[config.mk]
export PLATFORM = sky130hd
export DESIGN_NAME = isac_core
export DESIGN_NICKNAME = d
export VERILOG_FILES = /design/src/hw/isac_pkg.sv /design/src/hw/isac_fifo.sv /design/src/hw/isac_core.sv
export VERILOG_INCLUDE_DIRS = /design/src /design/src/hw
export SDC_FILE = /design/constraint.sdc
export NUM_CORES = 1
export LEC_CHECK = 0
export BUFFER_PORTS_ARGS = -buffer_cell sky130_fd_sc_hd__buf_2
export CAP_MARGIN = 0
export CORE_UTILIZATION = 63
export CTS_CLUSTER_SIZE = 20
export DETAILED_ROUTE_END_ITERATION = 8
export GPL_ROUTABILITY_DRIVEN = 0
export PLACE_DENSITY = 0.8
export SYNTH_ARGS = -nofsm -noshare
export SYNTH_HDL_FRONTEND = slang
export SYNTH_HIERARCHICAL = 1
export SYNTH_SLANG_ARGS = --single-unit
export TNS_END_PERCENT = 100
[constraint.sdc]
create_clock -name clk -period 10.4 [get_ports clk]
set_input_delay 1.56 -clock clk [delete_from_list [all_inputs] [get_ports clk]]
set_output_delay 1.56 -clock clk [all_outputs]
set_load 0.02 [all_outputs]
[src/hw/isac_regs.svh]
`ifndef ISAC_REGS_SVH
`define ISAC_REGS_SVH
`define ISAC_SECTIONS        18
`define ISAC_LATENCY         14
`define ISAC_CAL_CYCLES      10000
`define ISAC_CODE_BITS       12
`define ISAC_FULL_CODE       12'hfff
`define ISAC_PH_REF_ZERO     5'h00
`define ISAC_PH_AUTO_ZERO    5'h01
`define ISAC_PH_AUTO_CAL     5'h02
`define ISAC_PH_SAMPLE       5'h03
`define ISAC_PH_SAR_FIRST    5'h04
`define ISAC_PH_SAR_LAST     5'h10
`define ISAC_PH_TRANSFER     5'h11
`define ISAC_FIFO_DEPTH      4
`endif

[src/hw/isac_pkg.sv]
package isac_pkg;
  typedef struct packed {
    logic        overrange_flag_bit;
    logic [11:0] sample_code_bits;
  } isac_word_type;
  typedef enum logic [3:0] {
    ISAC_REF_ZERO = 4'b0001,
    ISAC_AUTO_ZERO = 4'b0010,
    ISAC_AUTO_CAL = 4'b0100,
    ISAC_CONVERT = 4'b1000
  } isac_step_type;
endpackage

[src/hw/isac_fifo.sv]
module isac_fifo #(
  parameter int WIDTH = 13,
  parameter int DEPTH = 4
) (
  // Clock and reset.
  input  wire logic             clk,
  input  wire logic             rst_n,
  // Fill side.
  input  wire logic [WIDTH-1:0] in_data,
  input  wire logic             in_valid,
  output logic                  in_ready,
  // Drain side.
  output logic [WIDTH-1:0]      out_data,
  output logic                  out_valid,
  input  wire logic             out_ready
);
  localparam int AW = (DEPTH > 1) ? $clog2(DEPTH) : 1;
  initial begin
    if (DEPTH < 2 || (DEPTH & (DEPTH - 1)) != 0) $error("DEPTH must be a power of two of at least 2");
  end
  logic [WIDTH-1:0] mem [DEPTH];
  logic [AW:0]      wr_ptr;
  logic [AW:0]      rd_ptr;
  logic             push;
  logic             pop;
  assign in_ready  = (wr_ptr - rd_ptr) != (AW+1)'(DEPTH);
  assign out_valid = wr_ptr != rd_ptr;
  assign out_data  = mem[rd_ptr[AW-1:0]];
  assign push      = in_valid && in_ready;
  assign pop       = out_valid && out_ready;
  always_ff @(posedge clk) begin
    if (push) begin
      mem[wr_ptr[AW-1:0]] <= in_data;
    end
  end
  always_ff @(posedge clk or negedge rst_n) begin
    if (!rst_n) begin
      wr_ptr <= '0;
      rd_ptr <= '0;
    end else begin
      if (push) wr_ptr <= wr_ptr + 1'b1;
      if (pop) rd_ptr <= rd_ptr + 1'b1;
    end
  end
endmodule

[src/hw/isac_core.sv]
`include "isac_regs.svh"
// Notes on behaviour
// - Section cycle: refzero, autozero, cal, sample, SAR, transfer.
// - Eighteen-phase sequence from the single clock.
// - Neighbour sections offset one clock; one samples.
// - Whole pattern repeats every eighteen clocks.
// - Output word appears fourteen clocks after sampling.
// - Self-calibration starts at power-up, 10000 clocks minimum.
// - Calibration steps on rising edges; clock must run.
// - Output word updates each rising edge the buffer holds a word, else holds.
// - Enable low drives outputs; high releases all.
// - Twelve bits straight binary, zero to full scale.
// - Overrange set when input exceeds full scale.
// - Overrange forces all twelve code bits high.
module isac_core
  import isac_pkg::*;
#(
  parameter int SECTIONS  = `ISAC_SECTIONS,
  parameter int LATENCY   = `ISAC_LATENCY,
  parameter int CAL_COUNT = `ISAC_CAL_CYCLES
) (
  // Clock and reset.
  input  wire logic        clk,
  input  wire logic        rstn,
  // Quantiser results: code of the sampling section and over-full-scale flag.
  input  wire logic [11:0] quant_code,
  input  wire logic        quant_over,
  // Output enable pin, active low.
  input  wire logic        out_en_n,
  // Data pins: value and per-bit output enable (low while driving).
  output logic [11:0]      sample_code_bits,
  output logic [11:0]      sample_code_bits_oe_n,
  output logic             out_of_range_output,
  output logic             out_of_range_output_oe_n,
  // Status.
  output logic             cal_done,
  output logic [4:0]       sampling_section
);
  // The step decode and the output select are built for the eighteen-section wheel only.
  initial begin
    if (SECTIONS != 18) begin
      $error("SECTIONS must be 18");
    end
    if (LATENCY < 2 || LATENCY > SECTIONS) begin
      $error("LATENCY must lie between 2 and SECTIONS");
    end
    if (CAL_COUNT < 1) begin
      $error("CAL_COUNT must be at least 1");
    end
    if (`ISAC_PH_TRANSFER != SECTIONS - 1 || `ISAC_PH_SAR_LAST - `ISAC_PH_SAR_FIRST != 12) begin
      $error("Step numbering does not fit an eighteen-step section cycle");
    end
    if (`ISAC_FIFO_DEPTH < 2) begin
      $error("Output buffer must hold at least two words");
    end
  end

  localparam int SW = 5;
  localparam int CW = $clog2(CAL_COUNT + 1);

  logic rst_meta;
  logic rst_n;
  always_ff @(posedge clk or negedge rstn) begin
    if (!rstn) begin
      rst_meta <= 1'b0;
      rst_n    <= 1'b0;
    end else begin
      rst_meta <= 1'b1;
      rst_n    <= rst_meta;
    end
  end

  // The enable pin comes from the capture side, so it is synchronised.
  // The cost is that the drivers follow the pin three clocks late.
  logic en_meta;
  logic en_sync_n;
  always_ff @(posedge clk or negedge rst_n) begin
    if (!rst_n) begin
      en_meta   <= 1'b1;
      en_sync_n <= 1'b1;
    end else begin
      en_meta   <= out_en_n;
      en_sync_n <= en_meta;
    end
  end

  // Master phase: the section that samples on this clock.
  // It wraps at SECTIONS, which sets the period of the whole pattern.
  logic [SW-1:0] phase;
  always_ff @(posedge clk or negedge rst_n) begin
    if (!rst_n) begin
      phase <= '0;
    end else if (phase == SW'(SECTIONS - 1)) begin
      phase <= '0;
    end else begin
      phase <= phase + 1'b1;
    end
  end

  // Each section's step is the master phase shifted by its index.
  logic [SW-1:0]  sec_step [SECTIONS];
  isac_step_type  sec_state [SECTIONS];
  isac_word_type  sec_result [SECTIONS];
  logic           sec_loaded [SECTIONS];
  genvar g;
  generate
    for (g = 0; g < SECTIONS; g++) begin : gen_sec
      always_comb begin
        if (phase >= SW'(g)) begin
          sec_step[g] = SW'(`ISAC_PH_SAMPLE) + phase - SW'(g);
        end else begin
          sec_step[g] = SW'(`ISAC_PH_SAMPLE) + phase + SW'(SECTIONS) - SW'(g);
        end
        if (sec_step[g] >= SW'(SECTIONS)) begin
          sec_step[g] = sec_step[g] - SW'(SECTIONS);
        end
      end
      // Sample, SAR and transfer steps share the converting state.
      always_comb begin
        case (sec_step[g])
          `ISAC_PH_REF_ZERO:  sec_state[g] = ISAC_REF_ZERO;
          `ISAC_PH_AUTO_ZERO: sec_state[g] = ISAC_AUTO_ZERO;
          `ISAC_PH_AUTO_CAL:  sec_state[g] = ISAC_AUTO_CAL;
          default:            sec_state[g] = ISAC_CONVERT;
        endcase
      end
      // A section captures the quantiser on its sample step and holds it through SAR and transfer.
      // Zero and calibration steps never capture, whatever the step count says.
      always_ff @(posedge clk or negedge rst_n) begin
        if (!rst_n) begin
          sec_result[g] <= '0;
        end else if (sec_state[g] == ISAC_CONVERT && sec_step[g] == `ISAC_PH_SAMPLE) begin
          sec_result[g].overrange_flag_bit <= quant_over;
          sec_result[g].sample_code_bits   <= quant_over ? `ISAC_FULL_CODE : quant_code;
        end
      end
      // A section that has not sampled since reset has nothing to hand over.
      always_ff @(posedge clk or negedge rst_n) begin
        if (!rst_n) begin
          sec_loaded[g] <= 1'b0;
        end else if (sec_step[g] == `ISAC_PH_SAMPLE) begin
          sec_loaded[g] <= 1'b1;
        end
      end
    end
  endgenerate

  // The word leaves on the cycle the sampling section is LATENCY steps past its sample.
  // One step less is counted here: the buffer adds one clock ahead of the output register.
  logic [SW-1:0] out_sec;
  always_comb begin
    if (phase >= SW'(LATENCY - 1)) begin
      out_sec = phase - SW'(LATENCY - 1);
    end else begin
      out_sec = phase + SW'(SECTIONS) - SW'(LATENCY - 1);
    end
  end

  // Four-word buffer in the path; the drain always pops, so it never backs up.
  isac_word_type fifo_out;
  logic          fifo_valid;
  logic          fill_valid;
  // Only sections that have sampled since reset feed the buffer.
  assign fill_valid = sec_loaded[out_sec];
  isac_fifo #(
    .WIDTH ($bits(isac_word_type)),
    .DEPTH (`ISAC_FIFO_DEPTH)
  ) u_fifo (
    .clk       (clk),
    .rst_n     (rst_n),
    .in_data   (sec_result[out_sec]),
    .in_valid  (fill_valid),
    .in_ready  (),
    .out_data  (fifo_out),
    .out_valid (fifo_valid),
    .out_ready (1'b1)
  );

  // Output register updates on each rising edge that the buffer holds a word, and holds otherwise.
  always_ff @(posedge clk or negedge rst_n) begin
    if (!rst_n) begin
      sample_code_bits    <= '0;
      out_of_range_output <= 1'b0;
    end else if (fifo_valid) begin
      sample_code_bits    <= fifo_out.sample_code_bits;
      out_of_range_output <= fifo_out.overrange_flag_bit;
    end
  end

  // Drivers release while enable is high; the pipeline above ignores the enable.
  // A clocked enable path keeps every pin control a flip-flop output.
  always_ff @(posedge clk or negedge rst_n) begin
    if (!rst_n) begin
      sample_code_bits_oe_n    <= '1;
      out_of_range_output_oe_n <= 1'b1;
    end else begin
      sample_code_bits_oe_n    <= {12{en_sync_n}};
      out_of_range_output_oe_n <= en_sync_n;
    end
  end

  // Calibration runs from reset release, one step per rising edge.
  // The count does not restart by itself; only a reset repeats calibration.
  logic [CW-1:0] cal_count;
  always_ff @(posedge clk or negedge rst_n) begin
    if (!rst_n) begin
      cal_count <= '0;
      cal_done  <= 1'b0;
    end else if (cal_count != CW'(CAL_COUNT)) begin
      cal_count <= cal_count + 1'b1;
      cal_done  <= (cal_count == CW'(CAL_COUNT - 1));
    end
  end

  // Registered copy of the master phase, so the status port leaves a flip-flop.
  always_ff @(posedge clk or negedge rst_n) begin
    if (!rst_n) sampling_section <= '0;
    else        sampling_section <= (phase == SW'(SECTIONS - 1)) ? '0 : phase + 1'b1;
  end
endmodule

Word-level counts from Yosys, hierarchy flattened
Memories as Yosys holds them, arrays and structs flattened. A register that Yosys moved wholly into a read port is not among the register bits.
Index checks and enable logic that the tools add are counted.
{ "word_totals": {"regBits": 284, "latch_bits": 0, "ramBits": 52, "rom_bits": 0, "in_bits": 16, "output_inout_bits": 32, "word_cells": 346, "mem_count": 1} }
{ "op_classes": {"add_sub_neg": 62, "multipliers": 0, "div": 0, "n_lt_le_gt_ge": 37, "eq_ne": 77, "n_shift": 0, "mux": 65, "bitwise_logic": 1, "n_reduce_logical": 38} }
{ "memory_table": {"columns": ["memory", "depth", "word_bits", "rd", "rd_ports_with_merged_regs", "write_ports", "line_no", "text"], "rows": [
  ["u_fifo.mem", 4, 13, 1, 1, 1, "isac_fifo.sv:21", "logic [WIDTH-1:0] mem [DEPTH];"]
]} }
{ "ops": {"columns": ["op", "n"], "rows": [
  ["$pmux W4 S3", 18],
  ["$mux W5", 38],
  ["$eq A5 B2 Y1 const B", 36],
  ["$sub A5 B5 Y5 const B", 22],
  ["$ge A5 B5 Y1 const B", 20],
  ["$eq A5 B1 Y1 const B", 18],
  ["$logic_not A5 Y1", 18],
  ["$sub A5 B4 Y5 const B", 18],
  ["$eq A4 B4 Y1 const B", 18],
  ["$bmux W13 S5", 1],
  ["$ge A5 B4 Y1 const B", 8],
  ["$sub A5 B3 Y5 const B", 8],
  ["$mux W13", 2],
  ["$ge A5 B3 Y1 const B", 4],
  ["$sub A5 B2 Y5 const B", 4],
  ["$logic_and A1 B1 Y1", 19],
  ["$add A14 B1 Y14 const B", 1],
  ["$eq A14 B14 Y1 const B", 1],
  ["$ne A14 B14 Y1 const B", 1],
  ["$mux W12", 1],
  ["$add A5 B5 Y5 const B", 2],
  ["$ge A5 B1 Y1 const B", 2],
  ["$ge A5 B2 Y1 const B", 2],
  ["$sub A5 B1 Y5 const B", 2],
  ["other kinds (12)", 16]
]} }

Depth between registers and ports, before layout
{ "depth": {"ltp_word": 10, "depth_mapped": 24, "mapped_depth_nobuf": 16} }

By module
The synthesis kept the hierarchy.
{ "modules_own_cells": {"columns": ["mod", "instances", "cells_each", "area_per_inst_um2", "seq_area_each_um2"], "rows": [
  ["isac_core", 1, 1402, 16980.0, 7260.7],
  ["isac_fifo", 1, 104, 2298.5, 1711.6]
]} }

Least setup slack after synthesis
OpenSTA, ideal clock, no wires.
{ "synth_timing": {"path_type": "register to register", "start": "register, netlist name sampling_section[0]", "end": "register sec_result[197] (netlist name)", "arrival_ps": 6180, "t_required_ps": 10275, "slack_ps": 4095, "stages_incl_launch_ff": 24, "path_buffers": 9, "synth_period_minus_slack_ps": 6305, "path_cell_list": "dfrtp_1 buf_6 inv_1 clkbuf_1 buf_1 clkbuf_1 ha_1 clkbuf_1 inv_1 clkbuf_1 ha_1 clkbuf_1 buf_1 nand2_1 o21a_1 ha_1 xnor3_1 a211o_1 a21oi_1 a21oi_1 a2111oi_0 mux2_2 buf_4 mux2_2"} }
{ "synth_rtl": {"columns": ["item", "line_no", "text"], "rows": [
  ["end: declaration", "isac_core.sv:103", "isac_word_type sec_result [SECTIONS];"]
]} }

==> flow_results.org <==
** Run status
- Result of the run :: finished, final reports clean

** Clock tree
- CTS H-Tree Depth :: 2
- Number of buffers created by CTS :: 36
- Clock-pin slew on the worst setup and hold paths :: 0.06 ns
- Number of sinks handled by clock tree synthesis :: 348
- TritonCTS built the clock tree.
- Gates resized during post-CTS repair numbered 0.
- The clock passes through at most 3 buffers.
- The cell sitting at the root of the clock tree is a sky130_fd_sc_hd__clkbuf_16.
- Post-CTS Repair Setup Buffers :: 0
- Insertion delay to the later sink of the worst-skew pair :: between 0.5 and 0.6 ns
- Total of hold buffers inserted after clock tree synthesis :: 0

** Global route
- The initial antenna violation count was 1.
- Global routing consumed, on the met2 layer, 47.4% of the routing resources.
- Maximum number of pins on one net before global-route repair :: 83
- Total GRT Usage :: a little under 30%
- The global routing stage identified its most utilized layer as met2.
- Remaining global-route overflow :: 0
- Wire length of the first global-routing pass :: between 70000 and 80000 um
- Global routing used 41.0% of the available met1 tracks.
- The via count of the first global-routing pass came to 12800.
- Grt met3 use :: 5.28%

** Routing
- Routed wire per std cell :: 23.3 um
- Count of vias placed by the detailed router :: 12600
- Number of optimization iterations in the first detailed-route pass :: 7
- The routed design has between 40000 and 50000 um of wire.
- Drt drc :: 0
- The detail route stage leaves a number of antenna-violating nets equal to 0.
- Count of routing violations after the opening detailed-route iteration :: 1167
- Avg Vias per Cell :: 6.62

** Worst setup path
- The worst setup path is launched from a flop.
- Of all nets on the critical path, the largest fanout is 27.
- Max incr delay on CP :: 1.06 ns
- Chain of cells forming the critical path :: inv_2 -> ha_1 -> xnor2_1 -> ha_1 -> nor2b_2 -> o21ai_0 -> o21ai_0 -> a21oi_1 -> ha_1 -> o41ai_1 -> a221oi_1 -> nor3_2 -> mux2_2
- The worst setup path is captured at a flop.
- In this run the worst setup path begins at sampling_section[0]$_DFF_PN0_.
- Among all stages on the critical path, the largest delay is contributed by sky130_fd_sc_hd__nor3_2.
- Most common cell type on the critical path :: sky130_fd_sc_hd__ha_1
- Counting cells, the worst reg-to-reg path comes to 13.
- For the worst setup path, the data arrival time is 6.88 ns.
- Required time at the worst-slack endpoint :: 10.79 ns
- R2R Path Start :: sampling_section[0]$_DFF_PN0_
- Type of the setup path with the least slack :: flop to flop

** Floorplanning
- From left edge to right edge, the die measures 177 um.
- The floorplan has 63 rows.
- The initial utilization of the core area, before any placement, comes to between 60 and 70%.
- The die covers 0.0313 mm2.
- Core region area :: 0.0299 mm2
- For this design the top-level I/O count stands at 48.
- Die outline height :: 177 um

** Logic synthesis
- Yosys printed 6 warnings.
- Synthesized instance count :: roughly 1500
- Average cell area after synthesis :: 12.8 um2
- In this run the cell area of the synthesized design comes to 0.0193 mm2.

** Final layout
- The repair_antennas step left the layout with diodes totalling 0.
- The filler cells instantiated in the layout total 1982.
- Ratio of cells with drive above 1 in the final layout :: 34.1%
- Count of nets after finishing :: 1561
- Area overhead of the layout relative to synthesis :: 7.19%

** STA
- Number of hold violations in the final report :: 0
- Part of the cycle the worst path needs :: 62.4%
- Subtracting the final worst setup slack from the clock period gives 6.49 ns.
- For the pin with the worst max-slew slack, the measured transition is 1.27 ns.
- The total count of max-transition violations in the final report was 0.
- Setup violations remaining at the end of the flow were counted as 0.
- Across all hold checks on the routed design, the worst slack comes to 0.358 ns.
- Max frequency :: 0.154 GHz
- Fin Clk Skew :: 0.0245 ns
- Sum of negative setup slack :: 0 ns
- Measured against its own limit, the worst slew margin works out to roughly 15%.
- Unrepaired setup endpoints after global routing :: false

** Min path
- Worst Hold Class :: flop to flop
- Start point of the worst hold path :: en_meta$_DFF_PN1_
- Along the worst hold path, the cell count comes to 0.

** Placement
- IO buf count :: 47
- DP HPWL :: between 20000 and 30000 um

** Power and ir drop
- VDD sags by at most 0.000131 V.
- The analysis attributes to cell leakage a power of 7.89 nW.
- Power density normalized to cell area :: 164 mW/mm2

** Run
- Max-cap violations :: 0
placed cells by master, fill, tap and decap left out, types with 6 or more instances in the layout:
master / count
sky130_fd_sc_hd__clkbuf_1: 10
sky130_fd_sc_hd__a21oi_1: 49
sky130_fd_sc_hd__mux2_1: 14
sky130_fd_sc_hd__mux2_4: 28
sky130_fd_sc_hd__nand3_1: 20
sky130_fd_sc_hd__or3_1: 6
sky130_fd_sc_hd__mux4_2: 69
sky130_fd_sc_hd__xnor2_1: 51
sky130_fd_sc_hd__o31ai_1: 7
sky130_fd_sc_hd__clkbuf_8: 7
sky130_fd_sc_hd__clkbuf_16: 36
sky130_fd_sc_hd__nor3_1: 26
sky130_fd_sc_hd__nand2_1: 48
sky130_fd_sc_hd__o21ai_0: 36
sky130_fd_sc_hd__o211ai_1: 7
sky130_fd_sc_hd__ha_1: 55
sky130_fd_sc_hd__mux2i_1: 49
sky130_fd_sc_hd__edfxtp_1: 52
sky130_fd_sc_hd__xnor2_2: 6
sky130_fd_sc_hd__nor4_1: 10
sky130_fd_sc_hd__nand4_1: 10
sky130_fd_sc_hd__nand2b_1: 17
sky130_fd_sc_hd__buf_2: 47
sky130_fd_sc_hd__nor2_1: 57
sky130_fd_sc_hd__or2_2: 26
sky130_fd_sc_hd__o21ai_1: 16
sky130_fd_sc_hd__buf_4: 27
sky130_fd_sc_hd__dfrtp_1: 291
sky130_fd_sc_hd__inv_1: 38
sky130_fd_sc_hd__a31oi_1: 11
sky130_fd_sc_hd__xor2_1: 10
sky130_fd_sc_hd__o22a_1: 14
sky130_fd_sc_hd__mux2_2: 212
sky130_fd_sc_hd__and3_1: 8
worst max-delay path, delay by kind of cell (launching register included):
kind                       cells  cell delay [ns]
AOI/OAI and AO/OA              5             1.15
xor gates and xnor gates       1             0.22
adders and majority gates      3             1.82
buffers and inverters          1             0.57
DFF                            1             0.67
muxes                          1             0.43
and+or+nand+nor                2             1.46
path summary, 6_finish.rpt:
path                                           endpoint  slack, ns
hold reg to reg                     en_sync_n$_DFF_PN1_       0.36
min in group asynchronous      cal_count[2]$_DFFE_PN0P_       0.51
hold / removal                      en_sync_n$_DFF_PN1_       0.36
max in group asynchronous  u_fifo/rd_ptr[1]$_DFFE_PN0P_       8.23
setup / recovery             sec_result[68]$_DFFE_PN0P_       3.91
setup reg to reg             sec_result[68]$_DFFE_PN0P_       3.91
layout make-up:
class | instances | area (um2) | area share [%]
multi-input combinational | 988 | 9490 | 45.9
sequential | 348 | 8980 | 43.5
clock buffer | 53 | 1030 | 5.01
tap | 390 | 488 | 2.36
timing repair buffer | 74 | 438 | 2.12
inverter | 42 | 158 | 0.763
clock inverter | 9 | 73.8 | 0.357
sequential cells by signal, indices dropped and copies added, names as in the netlist, 3 cells and up:
| register | cells |
|---|---|
| sec_result | 234 |
| u_fifo/mem | 52 |
| sec_loaded | 18 |
| cal_count | 14 |
| sample_code_bits | 12 |
| sampling_section | 5 |
| u_fifo/rd_ptr | 3 |
| u_fifo/wr_ptr | 3 |
layer usage:
metal	routed length, um	vias to the layer above
met2	21000	486
met5	13	-
li1	-	5514
met4	1060	2
met3	3270	87
met1	18900	6508
through the flow:
stage	area [um2]	power [mW]	std cells	util, %	setup WS [ns]
after floorplan	19300	2.07	1507	-	1.55
after global placement	19600	2.17	1842	65.4	4.35
after detailed placement	19600	2.20	1842	65.4	4.02
after CTS	20700	3.43	1904	69.2	3.99
after global routing	20700	3.53	1904	69.2	3.46
final	20700	3.40	1904	69.2	3.91
where the power goes:
part / switching [mW] / internal [mW] / leakage (nW)
Clock: 0.526 / 0.694 / 0.539
Combinational: 0.259 / 0.249 / 3.78
Sequential: 0.100 / 1.57 / 3.57
No activity file was read; power rests on OpenSTA's default activity.
